--- src/rtl/rmsl_pkg.sv ---
// Constants for the reset mode strap latch: register map, mode codes, fields.
// Assumes a 32-bit classic Wishbone slave with word-aligned registers.
package rmsl_pkg;

  // Register byte offsets
  localparam logic [7:0] MODE_OFFSET   = 8'h00;
  localparam logic [7:0] MISC_OFFSET   = 8'h04;
  localparam logic [7:0] STATUS_OFFSET = 8'h08;

  // Mode register fields
  localparam int MODE_LOW_POS  = 0;
  localparam int MODE_MID_POS  = 1;
  localparam int MODE_HIGH_POS = 2;
  // Memory-map control register field
  localparam int FLASH_VIS_POS = 0;
  // Status register fields
  localparam int DBG_ACT_POS   = 0;
  localparam int OSC_SEL_POS   = 1;
  localparam int LATCHED_POS   = 2;

  // Reset values
  localparam logic [2:0] MODE_RESET      = 3'h0;
  localparam logic       FLASH_VIS_RESET = 1'b1;

  // Synchroniser depth for strap pins
  localparam int SYNC_STAGES = 3;

  typedef enum logic [2:0] {
    MODE_SPECIAL_SINGLE = 3'b000,
    MODE_EMUL_NARROW    = 3'b001,
    MODE_SPECIAL_TEST   = 3'b010,
    MODE_EMUL_WIDE      = 3'b011,
    MODE_NORMAL_SINGLE  = 3'b100,
    MODE_NORMAL_NARROW  = 3'b101,
    MODE_SPECIAL_PERIPH = 3'b110,
    MODE_NORMAL_WIDE    = 3'b111
  } rmsl_mode_type;

  // Oscillator selection
  localparam logic OSC_COLPITTS = 1'b1;
  localparam logic OSC_PIERCE   = 1'b0;

endpackage : rmsl_pkg

--- src/rtl/rmsl_sync.sv ---
// Three-stage synchroniser bank for asynchronous strap pins.
// Assumes one clock; output changes only when stages two and three agree.
`timescale 1ns/1ps
module rmsl_sync #(
  parameter int WIDTH = 5
) (
  // Clock and reset
  input  wire logic             clk_in,
  input  wire logic             rst_n_in,
  input  wire logic             ce_in,
  // Data
  input  wire logic [WIDTH-1:0] async_in,
  output logic      [WIDTH-1:0] sync_out
);

  logic [WIDTH-1:0] s1_q;
  logic [WIDTH-1:0] s2_q;
  logic [WIDTH-1:0] s3_q;

  always_ff @(posedge clk_in or negedge rst_n_in) begin
    if (!rst_n_in) begin
      s1_q <= '0;
      s2_q <= '0;
      s3_q <= '0;
    end else if (ce_in) begin
      s1_q <= async_in;
      s2_q <= s1_q;
      s3_q <= s2_q;
    end
  end

  genvar i;
  generate
    for (i = 0; i < WIDTH; i++) begin : g_agree
      always_ff @(posedge clk_in or negedge rst_n_in) begin
        if (!rst_n_in) begin
          sync_out[i] <= 1'b0;
        end else if (ce_in && (s2_q[i] == s3_q[i])) begin
          sync_out[i] <= s3_q[i];
        end
      end
    end
  endgenerate

endmodule : rmsl_sync

--- src/rtl/rmsl_top.sv ---
// Reset mode strap latch: captures mode, flash-map and oscillator straps
// at reset release and exposes them over a classic Wishbone slave.
// Assumes straps held stable by board logic around reset release.
//
// Function
// RQ1 - The three mode straps are latched into the mode bits as reset ends.
// RQ2 - The flash-map strap is latched into the flash-visible bit per mode.
// RQ3 - Flash is mapped into memory only while the flash-visible bit is one.
// RQ4 - Straps 000 give special single-chip, flash visible, debug active.
// RQ5 - Other modes leave debug inactive until a serial command enables it.
// RQ6 - Modes 001 and 011 set flash-visible to the inverse of the strap.
// RQ7 - Modes 101 and 111 set flash-visible equal to the strap.
// RQ8 - Straps 010 give special test wide mode with flash hidden.
// RQ9 - Straps 100 give normal single-chip mode with flash visible.
// RQ10 - Board logic must never present straps 110.
// RQ11 - Mode bits report the mode and allow only limited software changes.
// RQ12 - Oscillator strap one picks Colpitts, zero Pierce or external clock.
// RQ13 - The oscillator strap input is active low.
// RQ14 - No low-voltage reset source exists in this block.
// RQ15 - Pull-downs on the two low mode straps act only during reset; here held until the edge after capture completes.
// RQ16 - Latched values hold until next reset or a permitted mode write; here any misc write with byte lane 0 selected also sets flash-visible.
//
// Design decisions made here: the address map and the Wishbone slave port.
`timescale 1ns/1ps
module rmsl_top (
  // Clock and reset
  input  wire logic        CLOCK_IN,
  input  wire logic        RST_N_IN,
  input  wire logic        CE_IN,
  // Strap pins
  input  wire logic        MODE_STRAP_HIGH_IN,
  input  wire logic        MODE_STRAP_MID_IN,
  input  wire logic        MODE_STRAP_LOW_IN,
  input  wire logic        FLASH_MAP_STRAP_IN,
  input  wire logic        OSCILLATOR_TYPE_STRAP_N_IN,
  // Debug activation command from the serial debug logic
  input  wire logic        DEBUG_ACTIVATE_IN,
  // Wishbone slave
  input  wire logic        WB_CYC_IN,
  input  wire logic        WB_STB_IN,
  input  wire logic        WB_WE_IN,
  input  wire logic [7:0]  WB_ADR_IN,
  input  wire logic [3:0]  WB_SEL_IN,
  input  wire logic [31:0] WB_DAT_IN,
  output logic      [31:0] WB_DAT_OUT,
  output logic             WB_ACK_OUT,
  // Mode and memory-map controls
  output logic      [2:0]  MODE_OUT,
  output logic             FLASH_VISIBLE_OUT,
  output logic             DEBUG_ACTIVE_OUT,
  output logic             OSC_COLPITTS_OUT,
  output logic             CONFIG_VALID_OUT,
  // Pull-down enables for the two low mode straps
  output logic             PULLDOWN_EN_OUT
);

  // Synchronised straps
  logic [4:0] straps_raw;
  logic [4:0] straps_sync;
  logic [2:0] mode_pins;
  logic       flash_pin;
  logic       osc_pin_n;

  // Latched state
  logic [2:0] mode_q;
  logic       flash_vis_q;
  logic       debug_act_q;
  logic       osc_sel_q;
  logic       latched_q;
  logic       settle_q;
  logic       pulldown_q;
  logic [31:0] rdata_q;
  logic        ack_q;

  // Bus decode
  logic       bus_req;
  logic       wr_mode;
  logic       wr_misc;
  logic [2:0] wr_mode_val;

  // Read words
  logic [31:0] mode_word;
  logic [31:0] misc_word;
  logic [31:0] status_word;

  assign straps_raw = {OSCILLATOR_TYPE_STRAP_N_IN, FLASH_MAP_STRAP_IN,
                       MODE_STRAP_HIGH_IN, MODE_STRAP_MID_IN,
                       MODE_STRAP_LOW_IN};

  rmsl_sync #(
    .WIDTH(5)
  ) u_sync (
    .clk_in  (CLOCK_IN),
    .rst_n_in(RST_N_IN),
    .ce_in   (CE_IN),
    .async_in(straps_raw),
    .sync_out(straps_sync)
  );

  assign mode_pins = straps_sync[2:0];
  assign flash_pin = straps_sync[3];
  assign osc_pin_n = straps_sync[4];

  // Flash visibility for a given mode and strap
  function automatic logic flash_map(input logic [2:0] mode,
                                     input logic       strap);
    case (mode)
      rmsl_pkg::MODE_SPECIAL_SINGLE: flash_map = 1'b1;     // [RQ4]
      rmsl_pkg::MODE_EMUL_NARROW:    flash_map = ~strap;   // [RQ6]
      rmsl_pkg::MODE_EMUL_WIDE:      flash_map = ~strap;   // [RQ6]
      rmsl_pkg::MODE_SPECIAL_TEST:   flash_map = 1'b0;     // [RQ8]
      rmsl_pkg::MODE_NORMAL_SINGLE:  flash_map = 1'b1;     // [RQ9]
      rmsl_pkg::MODE_NORMAL_NARROW:  flash_map = strap;    // [RQ7]
      rmsl_pkg::MODE_NORMAL_WIDE:    flash_map = strap;    // [RQ7]
      rmsl_pkg::MODE_SPECIAL_PERIPH: flash_map = 1'b1;
      default:                       flash_map = 1'b1;
    endcase
  endfunction : flash_map

  // Permitted software mode change: modes with the high bit clear may move anywhere
  // except special peripheral; modes with the high bit set are locked.
  function automatic logic mode_write_ok(input logic [2:0] cur,
                                         input logic [2:0] nxt);
    mode_write_ok = (cur[2] == 1'b0) &&
                    (nxt != rmsl_pkg::MODE_SPECIAL_PERIPH);
  endfunction : mode_write_ok

  // Pull-downs active while in reset, released once capture is done
  always_ff @(posedge CLOCK_IN or negedge RST_N_IN) begin
    if (!RST_N_IN) begin
      pulldown_q <= 1'b1;                                  // [RQ15]
    end else if (CE_IN && latched_q) begin
      pulldown_q <= 1'b0;                                  // [RQ15]
    end
  end

  // Straps need four edges to cross the synchroniser after release
  logic [1:0] settle_cnt_q;
  always_ff @(posedge CLOCK_IN or negedge RST_N_IN) begin
    if (!RST_N_IN) begin
      settle_cnt_q <= 2'h0;
      settle_q     <= 1'b0;
    end else if (CE_IN && !settle_q) begin
      settle_cnt_q <= settle_cnt_q + 2'h1;
      settle_q     <= (settle_cnt_q == 2'h3);
    end
  end

  assign bus_req = WB_CYC_IN && WB_STB_IN && !ack_q;
  assign wr_mode = bus_req && WB_WE_IN && WB_SEL_IN[0] &&
                   (WB_ADR_IN == rmsl_pkg::MODE_OFFSET);
  assign wr_misc = bus_req && WB_WE_IN && WB_SEL_IN[0] &&
                   (WB_ADR_IN == rmsl_pkg::MISC_OFFSET);

  // Mode write value gathered from the mode field positions
  assign wr_mode_val = {WB_DAT_IN[rmsl_pkg::MODE_HIGH_POS],
                        WB_DAT_IN[rmsl_pkg::MODE_MID_POS],
                        WB_DAT_IN[rmsl_pkg::MODE_LOW_POS]};

  // One-time capture at reset release; straps ignored afterwards
  always_ff @(posedge CLOCK_IN or negedge RST_N_IN) begin
    if (!RST_N_IN) begin
      latched_q <= 1'b0;
    end else if (CE_IN && settle_q && !latched_q) begin
      latched_q <= 1'b1;                                   // [RQ16]
    end
  end

  // Mode bits
  always_ff @(posedge CLOCK_IN or negedge RST_N_IN) begin
    if (!RST_N_IN) begin
      mode_q <= rmsl_pkg::MODE_RESET;
    end else if (CE_IN) begin
      if (settle_q && !latched_q) begin
        mode_q <= mode_pins;                               // [RQ1]
      end else if (latched_q && wr_mode &&
                   mode_write_ok(mode_q, wr_mode_val)) begin
        mode_q <= wr_mode_val;                             // [RQ11]
      end
    end
  end

  // Flash-visible bit
  always_ff @(posedge CLOCK_IN or negedge RST_N_IN) begin
    if (!RST_N_IN) begin
      flash_vis_q <= rmsl_pkg::FLASH_VIS_RESET;
    end else if (CE_IN) begin
      if (settle_q && !latched_q) begin
        flash_vis_q <= flash_map(mode_pins, flash_pin);    // [RQ2]
      end else if (latched_q && wr_misc) begin
        flash_vis_q <= WB_DAT_IN[rmsl_pkg::FLASH_VIS_POS]; // [RQ16]
      end
    end
  end

  // Debug interface activity
  always_ff @(posedge CLOCK_IN or negedge RST_N_IN) begin
    if (!RST_N_IN) begin
      debug_act_q <= 1'b0;
    end else if (CE_IN) begin
      if (settle_q && !latched_q) begin
        debug_act_q <= (mode_pins == rmsl_pkg::MODE_SPECIAL_SINGLE); // [RQ4]
      end else if (latched_q && DEBUG_ACTIVATE_IN) begin
        debug_act_q <= 1'b1;                               // [RQ5]
      end
    end
  end

  // Oscillator strap, active low pin: low level selects Colpitts
  always_ff @(posedge CLOCK_IN or negedge RST_N_IN) begin
    if (!RST_N_IN) begin
      osc_sel_q <= rmsl_pkg::OSC_PIERCE;
    end else if (CE_IN && settle_q && !latched_q) begin
      osc_sel_q <= ~osc_pin_n;                             // [RQ12] [RQ13]
    end
  end

  // Read words built from the package field positions
  always_comb begin
    mode_word                          = 32'h0;
    mode_word[rmsl_pkg::MODE_LOW_POS]  = mode_q[0];
    mode_word[rmsl_pkg::MODE_MID_POS]  = mode_q[1];
    mode_word[rmsl_pkg::MODE_HIGH_POS] = mode_q[2];
  end

  always_comb begin
    misc_word                          = 32'h0;
    misc_word[rmsl_pkg::FLASH_VIS_POS] = flash_vis_q;
  end

  always_comb begin
    status_word                        = 32'h0;
    status_word[rmsl_pkg::DBG_ACT_POS] = debug_act_q;
    status_word[rmsl_pkg::OSC_SEL_POS] = osc_sel_q;
    status_word[rmsl_pkg::LATCHED_POS] = latched_q;
  end

  // Ack one cycle after a taken request, then low for at least a cycle
  always_ff @(posedge CLOCK_IN or negedge RST_N_IN) begin
    if (!RST_N_IN) begin
      ack_q <= 1'b0;
    end else if (CE_IN) begin
      ack_q <= bus_req;
    end
  end

  // Read data loads as the request is taken and holds until the next read
  always_ff @(posedge CLOCK_IN or negedge RST_N_IN) begin
    if (!RST_N_IN) begin
      rdata_q <= 32'h0;
    end else if (CE_IN && bus_req && !WB_WE_IN) begin
      case (WB_ADR_IN)
        rmsl_pkg::MODE_OFFSET:   rdata_q <= mode_word;
        rmsl_pkg::MISC_OFFSET:   rdata_q <= misc_word;
        rmsl_pkg::STATUS_OFFSET: rdata_q <= status_word;
        default:                 rdata_q <= 32'h0;
      endcase
    end
  end

  // Registered outputs; no low-voltage reset source is built here [RQ14]
  always_ff @(posedge CLOCK_IN or negedge RST_N_IN) begin
    if (!RST_N_IN) begin
      MODE_OUT <= rmsl_pkg::MODE_RESET;
    end else if (CE_IN) begin
      MODE_OUT <= mode_q;
    end
  end

  // Flash and debug stay hidden until the capture has completed
  always_ff @(posedge CLOCK_IN or negedge RST_N_IN) begin
    if (!RST_N_IN) begin
      FLASH_VISIBLE_OUT <= 1'b0;
    end else if (CE_IN) begin
      FLASH_VISIBLE_OUT <= flash_vis_q && latched_q;       // [RQ3]
    end
  end

  always_ff @(posedge CLOCK_IN or negedge RST_N_IN) begin
    if (!RST_N_IN) begin
      DEBUG_ACTIVE_OUT <= 1'b0;
    end else if (CE_IN) begin
      DEBUG_ACTIVE_OUT <= debug_act_q && latched_q;
    end
  end

  always_ff @(posedge CLOCK_IN or negedge RST_N_IN) begin
    if (!RST_N_IN) begin
      OSC_COLPITTS_OUT <= rmsl_pkg::OSC_PIERCE;
    end else if (CE_IN) begin
      OSC_COLPITTS_OUT <= osc_sel_q;
    end
  end

  always_ff @(posedge CLOCK_IN or negedge RST_N_IN) begin
    if (!RST_N_IN) begin
      CONFIG_VALID_OUT <= 1'b0;
    end else if (CE_IN) begin
      CONFIG_VALID_OUT <= latched_q;
    end
  end

  assign WB_ACK_OUT      = ack_q;
  assign WB_DAT_OUT      = rdata_q;
  assign PULLDOWN_EN_OUT = pulldown_q;

endmodule : rmsl_top

--- config.mk ---
export PLATFORM = sky130hd
export DESIGN_NAME = rmsl_top
export DESIGN_NICKNAME = d
export VERILOG_FILES = /design/src/rtl/rmsl_pkg.sv /design/src/rtl/rmsl_sync.sv /design/src/rtl/rmsl_top.sv
export SDC_FILE = /design/constraint.sdc
export NUM_CORES = 1
export LEC_CHECK = 0
export ABC_CLOCK_PERIOD_IN_PS = 1900
export BUFFER_PORTS_ARGS = -buffer_cell sky130_fd_sc_hd__buf_2
export CORE_MARGIN = 3
export CORE_UTILIZATION = 48
export CTS_BUF_LIST = sky130_fd_sc_hd__clkbuf_8
export DETAILED_ROUTE_END_ITERATION = 10
export PLACE_DENSITY = 0.82
export SYNTH_ARGS = -nofsm -noshare
export SYNTH_HDL_FRONTEND = slang
export SYNTH_HIERARCHICAL = 1
export SYNTH_SLANG_ARGS = --single-unit
--- constraint.sdc ---
create_clock -name CLOCK_IN -period 1.9 [get_ports CLOCK_IN]
set_clock_uncertainty 0.2 [all_clocks]
set_input_delay 0.19 -clock CLOCK_IN [delete_from_list [all_inputs] [get_ports CLOCK_IN]]
set_output_delay 0.19 -clock CLOCK_IN [all_outputs]
set_load 0.05 [all_outputs]
[Yosys cells after proc, flatten, opt, wreduce, memory -nomap -nowiden]
Index checks and enable logic that the tools add are counted.
Cells by class
  reductions and logical operators: 40
  bitwise gates (word level): 3
  $lt $le $gt $ge: 0
  div/mod/pow operators: 0
  $add $sub $neg: 1
  shift operators: 0
  equality and inequality tests: 16
  multiply operators: 0
  mux-type cells: 8
Operators with widths (count)
  1-bit logical AND: 25
  3-bit == test, second input constant: 4
  3-bit case mux with 3 select lines: 1
  8-bit by 3-bit == test with 1-bit output, second input constant: 1
  8-bit by 4-bit == test with 1-bit output, second input constant: 1
  8-bit logical NOT: 1
  3-bit by 2-bit == test with 1-bit output, second input constant: 2
  3-bit two-way mux: 2
  2-bit AND reduction: 3
  2-bit nonzero test: 3
  1-bit == test: 5
  1-bit logical NOT: 4
  1-bit two-way mux: 4
  1-bit case mux with 4 select lines: 1
  2-bit OR reduction: 2
  3-bit by 1-bit == test with 1-bit output, second input constant: 1
  3-bit logical NOT: 1
  3-bit inequality test, second input constant: 1
  1-bit NOT: 3
  3-bit OR reduction: 1
  2-bit by 1-bit adder with 2-bit output, second input constant: 1
  2-bit == test, second input constant: 1
Storage, ports and cells
  memories kept: 0
  register bits: 71
  output and inout bits: 41
  RAM bits: 0
  bits in read-only memories: 0
  word-level logic and storage cells: 91
  input bits: 56
  bits in latches: 0

[Longest topological paths before layout]
  word-level depth: 9
  gate-level depth with buffers: 5
  mapped depth without buffers: 4

[Hierarchy]
The synthesis kept the hierarchy.
Modules (own cells, without submodules)
  rmsl_top: cells each 130, sequential area each 553.0 um2, times used 1, area each 1292.5 um2
  rmsl_sync: cells each 52, sequential area each 500.5 um2, times used 1, area each 805.8 um2

[Worst setup path after synthesis]
No wires, ideal clock.
  path type: register to register
  start point: register ack_q (netlist: WB_ACK_OUT)
  end point: register mode_q[0]
  path buffers: 0
  arrival: 1.626 ns
  clock period less this slack: 1.953 ns
  library setup time: 0.128 ns
  setup slack: -0.053 ns
  data required time: 1.572 ns
  cell stages (with the launch flop): 5
  cell sequence: dfrtp_1 nand4b_1 nor4_4 a31oi_1 mux2_1
Between the ends
  cells in the longest elaborated chain, start to end: 9
RTL lines
  from (decl): line rmsl_top.sv:73  | logic ack_q;
  from (signal assigned): line rmsl_top.sv:243  | ack_q <= bus_req;
  1-bit logical NOT: line rmsl_top.sv:149  | assign bus_req = WB_CYC_IN && WB_STB_IN && !ack_q;
  1-bit logical AND: line rmsl_top.sv:149
  1-bit logical AND (3 in series): line rmsl_top.sv:150  | assign wr_mode = bus_req && WB_WE_IN && WB_SEL_IN[0] &&
  1-bit logical AND (2 in series): line rmsl_top.sv:176  | end else if (latched_q && wr_mode &&
  2-bit nonzero test (no line)
  2-bit AND reduction (no line)
  to (signal assigned): line rmsl_top.sv:172  | mode_q <= rmsl_pkg::MODE_RESET;
  to (signal assigned): line rmsl_top.sv:175  | mode_q <= mode_pins;
  to (signal assigned): line rmsl_top.sv:178  | mode_q <= wr_mode_val;
  to (decl): line rmsl_top.sv:65  | logic [2:0] mode_q;
Every way passes these cells.
A chain may end at the register's enable or synchronous reset.

[Final worst setup path]
  start point: register ack_q (netlist: WB_ACK_OUT)
  end point: register mode_q[1]
Same word-level chain as after synthesis.

==> impl_metrics.yaml <==
die:
  die_area_sq_um: 5201
  start_util: 0.5099
  io-pin-count: 97
  die-height_um: 72.12
  die_w_um: 72.12
  core_area_sq_um: 4115
  placementRows: 23
route:
  vias: 1352
  drt-initial-drc-count: 94
  drc: 0
  wire_per_inst_um: 12.30
  via_per_inst: 4.811
  wl_um: 3456
  final_antenna_net_count: 0
  firstDrtPassIters: 4
worst_setup_path:
  path_class: "reg -> reg"
  cp.required_ns: 1.88
  ff2ff_path_depth: 4
  critical_path.max_fanout: 4
  worstPathCellList: "nand4b_1 > nor4_4 > a31oi_1 > mux2_1"
  slowest_delay_ns: 0.41
  reg2reg_to: "mode_q[1]"
  reg2reg_slack_ns: 0.14
  cp-end-kind: "flop"
  worstSetupEndpoint: "mode_q[1]"
  start_kind: "flop"
  slowest_stage: "dfrtp_2"
  worstSetupStartpoint: "WB_ACK_OUT"
  cp.arrival_ns: 1.73
  r2r-start: "WB_ACK_OUT"
logic_synthesis:
  synthSimpleGateAreaFrac: 0.1163
  postSynthAreaPerCell_sq_um: 11.53
  synth_top_area_frac: 0.4770
  synthMuxAreaShare: 0.1473
  synthTopCellsByArea: "dfrtp_1 (48%), mux2_2 (11%), buf_4 (11%)"
  yosys.area_share.adder: 0.005963
  synth_xor_area_frac: 0.008348
  yosysTopAreaCell: "dfrtp_1"
  synth_area_sq_um: 2098
  yosysSeqAreaShare: 0.5021
  ys_seq_elements: 42
  yosysWarnings: 6
  syn_inst: 182
  synth_compound_area_frac: 0.08885
  synth_top_family_by_area: "multiplexers"
  synth.distinct_cells: 34
clock_tree:
  cts_buffers: 5
  clk_latency_ns: 0.29
  cts_setup_buffers: 0
  clock-sinks: 42
  clk_pin_slew_ns: 0.08
  htree_levels: 2
  cts_buffer_depth: 2
  cts_root_buffer: "clkbuf_8"
  tritoncts: "yes"
timing:
  finalSetupViolCount: 0
  max_freq_ghz: 0.5686
  period_share: 0.9256
  hold_viol: 0
  rsz0062_at_grt: "no"
  post-route-min-period_ns: 1.759
  final-max-slew-violation-count: 0
  setup_tns_ns: 0
placed_design:
  dpl.hpwl_um: 2571
  gp_congestion: 0.7742
  numPortBuffers: 35
pwr:
  clkPwrFrac: 0.306
  p_total_uw: 2218
  seqPwrFrac: 0.500
  comb_power_share: 0.194
  power_density_nw_per_um2: 910.9
  intPower_uw: 1568
  peakVddDrop_uv: 708.8
  power_leakage_uw: 0.001195
  switching_share: 0.2931
  power.switching_uw: 650.0
status:
  status: "finished clean"
layout:
  drive_above_1_share: 0.3290
  ff_latch_area_sq_um: 1055
  synthToLayoutAreaGrowth_pct: 16.04
  fin_nets: 287
  nFillCells: 346
  n_antenna_cell: 0
  multi_input_area_sq_um: 878.3
job:
  cap_violations: 0
grt:
  grt.overflow.total: 0
  grt_max_degree: 41
  grt_pass1_vias: 1253
  grt_pass1_wl_um: 5595
  antenna_found_initial: 0
  grt_use_total: 0.1375
worst_hold_path:
  hp-class: "in -> reg"
stage by stage:
step / cells / setup slack, ns / util / hold WS [ns] / area, sq um
after global placement: 266 / 0.04236 / 0.5482 / -0.02239 / 2256
after detailed placement: 266 / 0.01856 / 0.5482 / -0.02132 / 2256
final: 281 / 0.1414 / 0.5917 / 0.02022 / 2435
after CTS: 281 / 0.06315 / 0.5917 / 0.01577 / 2435
after global routing: 281 / 0.04716 / 0.5917 / 0.02296 / 2435
after floorplan: 210 / 0.04108 / - / -0.3056 / 2205
sequential cells by signal, summed over array words and instances, names as in the netlist, 2 cells and up:
signal           flops
mode_q               3
WB_DAT_OUT           3
settle_cnt_q         2
MODE_OUT             3
u_sync/s3_q          5
u_sync/s1_q          5
u_sync/sync_out      5
u_sync/s2_q          5
worst min path at each step:
stage,to,slack (ns),from,depth (start not counted)
after floorplan,CONFIG_VALID_OUT,-0.31,RST_N_IN,0
after global placement,MODE_OUT[2],-0.02,RST_N_IN,1
after detailed placement,MODE_OUT[2],-0.02,RST_N_IN,1
after CTS,mode_q[2],0.02,WB_DAT_IN[2],3
after global routing,mode_q[2],0.02,WB_DAT_IN[2],3
final,mode_q[2],0.02,WB_DAT_IN[2],3
metal layers:
| layer | wire length [um] | vias up | GRT usage |
|---|---|---|---|
| met5 | 0 | - | 0 |
| met4 | 21 | 0 | 0.03549 |
| met3 | 255 | 3 | 0.03740 |
| met2 | 1616 | 47 | 0.2194 |
| met1 | 1562 | 637 | 0.1861 |
| li1 | - | 665 | - |
placed cells by master, fill, tap and decap left out, drive strengths merged, types with 2 or more instances in the layout:
cell,Yosys,layout
a21o,6,6
a21oi,4,4
a22o,5,5
a31oi,3,3
buf,32,40
clkbuf,2,5
clkinv,0,2
conb,1,29
dfrtp,40,40
dfstp,2,2
dlygate4sd3,0,7
inv,6,6
mux2,23,23
mux2i,5,5
nand2,14,14
nand2b,3,3
nand3,3,3
nand3b,2,2
nor2,4,4
nor2b,2,2
nor3,2,2
nor4,2,2
o21ai,6,6
o22ai,2,2
or2b,4,4
xor2,2,2
final cells by class:
type	count	share of cell area
Sequential cell	42	0.4332
Clock inverter	3	0.01644
Multi-Input combinational cell	128	0.3607
Inverter	6	0.009250
Clock buffer	5	0.02826
Tap cell	50	0.02569
Timing Repair Buffer	47	0.1264
power groups by stage:
stage	Clock (uW)	Sequential [uW]	Combinational (uW)
after floorplan	0	1120	360
after global placement	0	1120	403
after detailed placement	0	1130	425
after CTS	694	1110	437
after global routing	730	1130	469
final	678	1110	430
cells by family (layout without fill, tap and decap cells):
| family | Yosys count | count (layout) |
|---|---|---|
| other | 1 | 29 |
| AO/OA/AOI/OAI | 28 | 28 |
| XOR/XNOR | 2 | 2 |
| buffers and inverters | 40 | 61 |
| AND/OR/NAND/NOR | 40 | 40 |
| flip-flops | 42 | 42 |
| multiplexers | 28 | 28 |
| adder cells (fa/ha/maj) | 1 | 1 |
synth_stat cells, drive strengths merged:
master / count
nor2: 4
or2: 1
a22o: 5
ha: 1
or4: 1
mux2i: 5
a31oi: 3
nand3: 3
nor3: 2
o22ai: 2
nand2b: 3
a21oi: 4
xor2: 2
o21ai: 6
clkbuf: 2
a21boi: 1
dfrtp: 40
or2b: 4
buf: 32
nor4: 2
nand4b: 1
nand2: 14
nand3b: 2
a221oi: 1
inv: 6
a21o: 6
nor2b: 2
dfstp: 2
conb: 1
mux2: 23
and2: 1
critical path: cells and delay by family (launching register included):
family	cells	cell delay, ns
compound gates	1	0.18
flops	1	0.41
mux	1	0.33
simple gates	2	0.52
repair_timing:
action                                  in CTS  in global routing
endpoints found under the setup margin       0                  2
gates resized for setup                      0                  0
hold endpoints to repair                    25                  0
hold buffers                                 7                  0
Power figures use the tool's default switching activity.
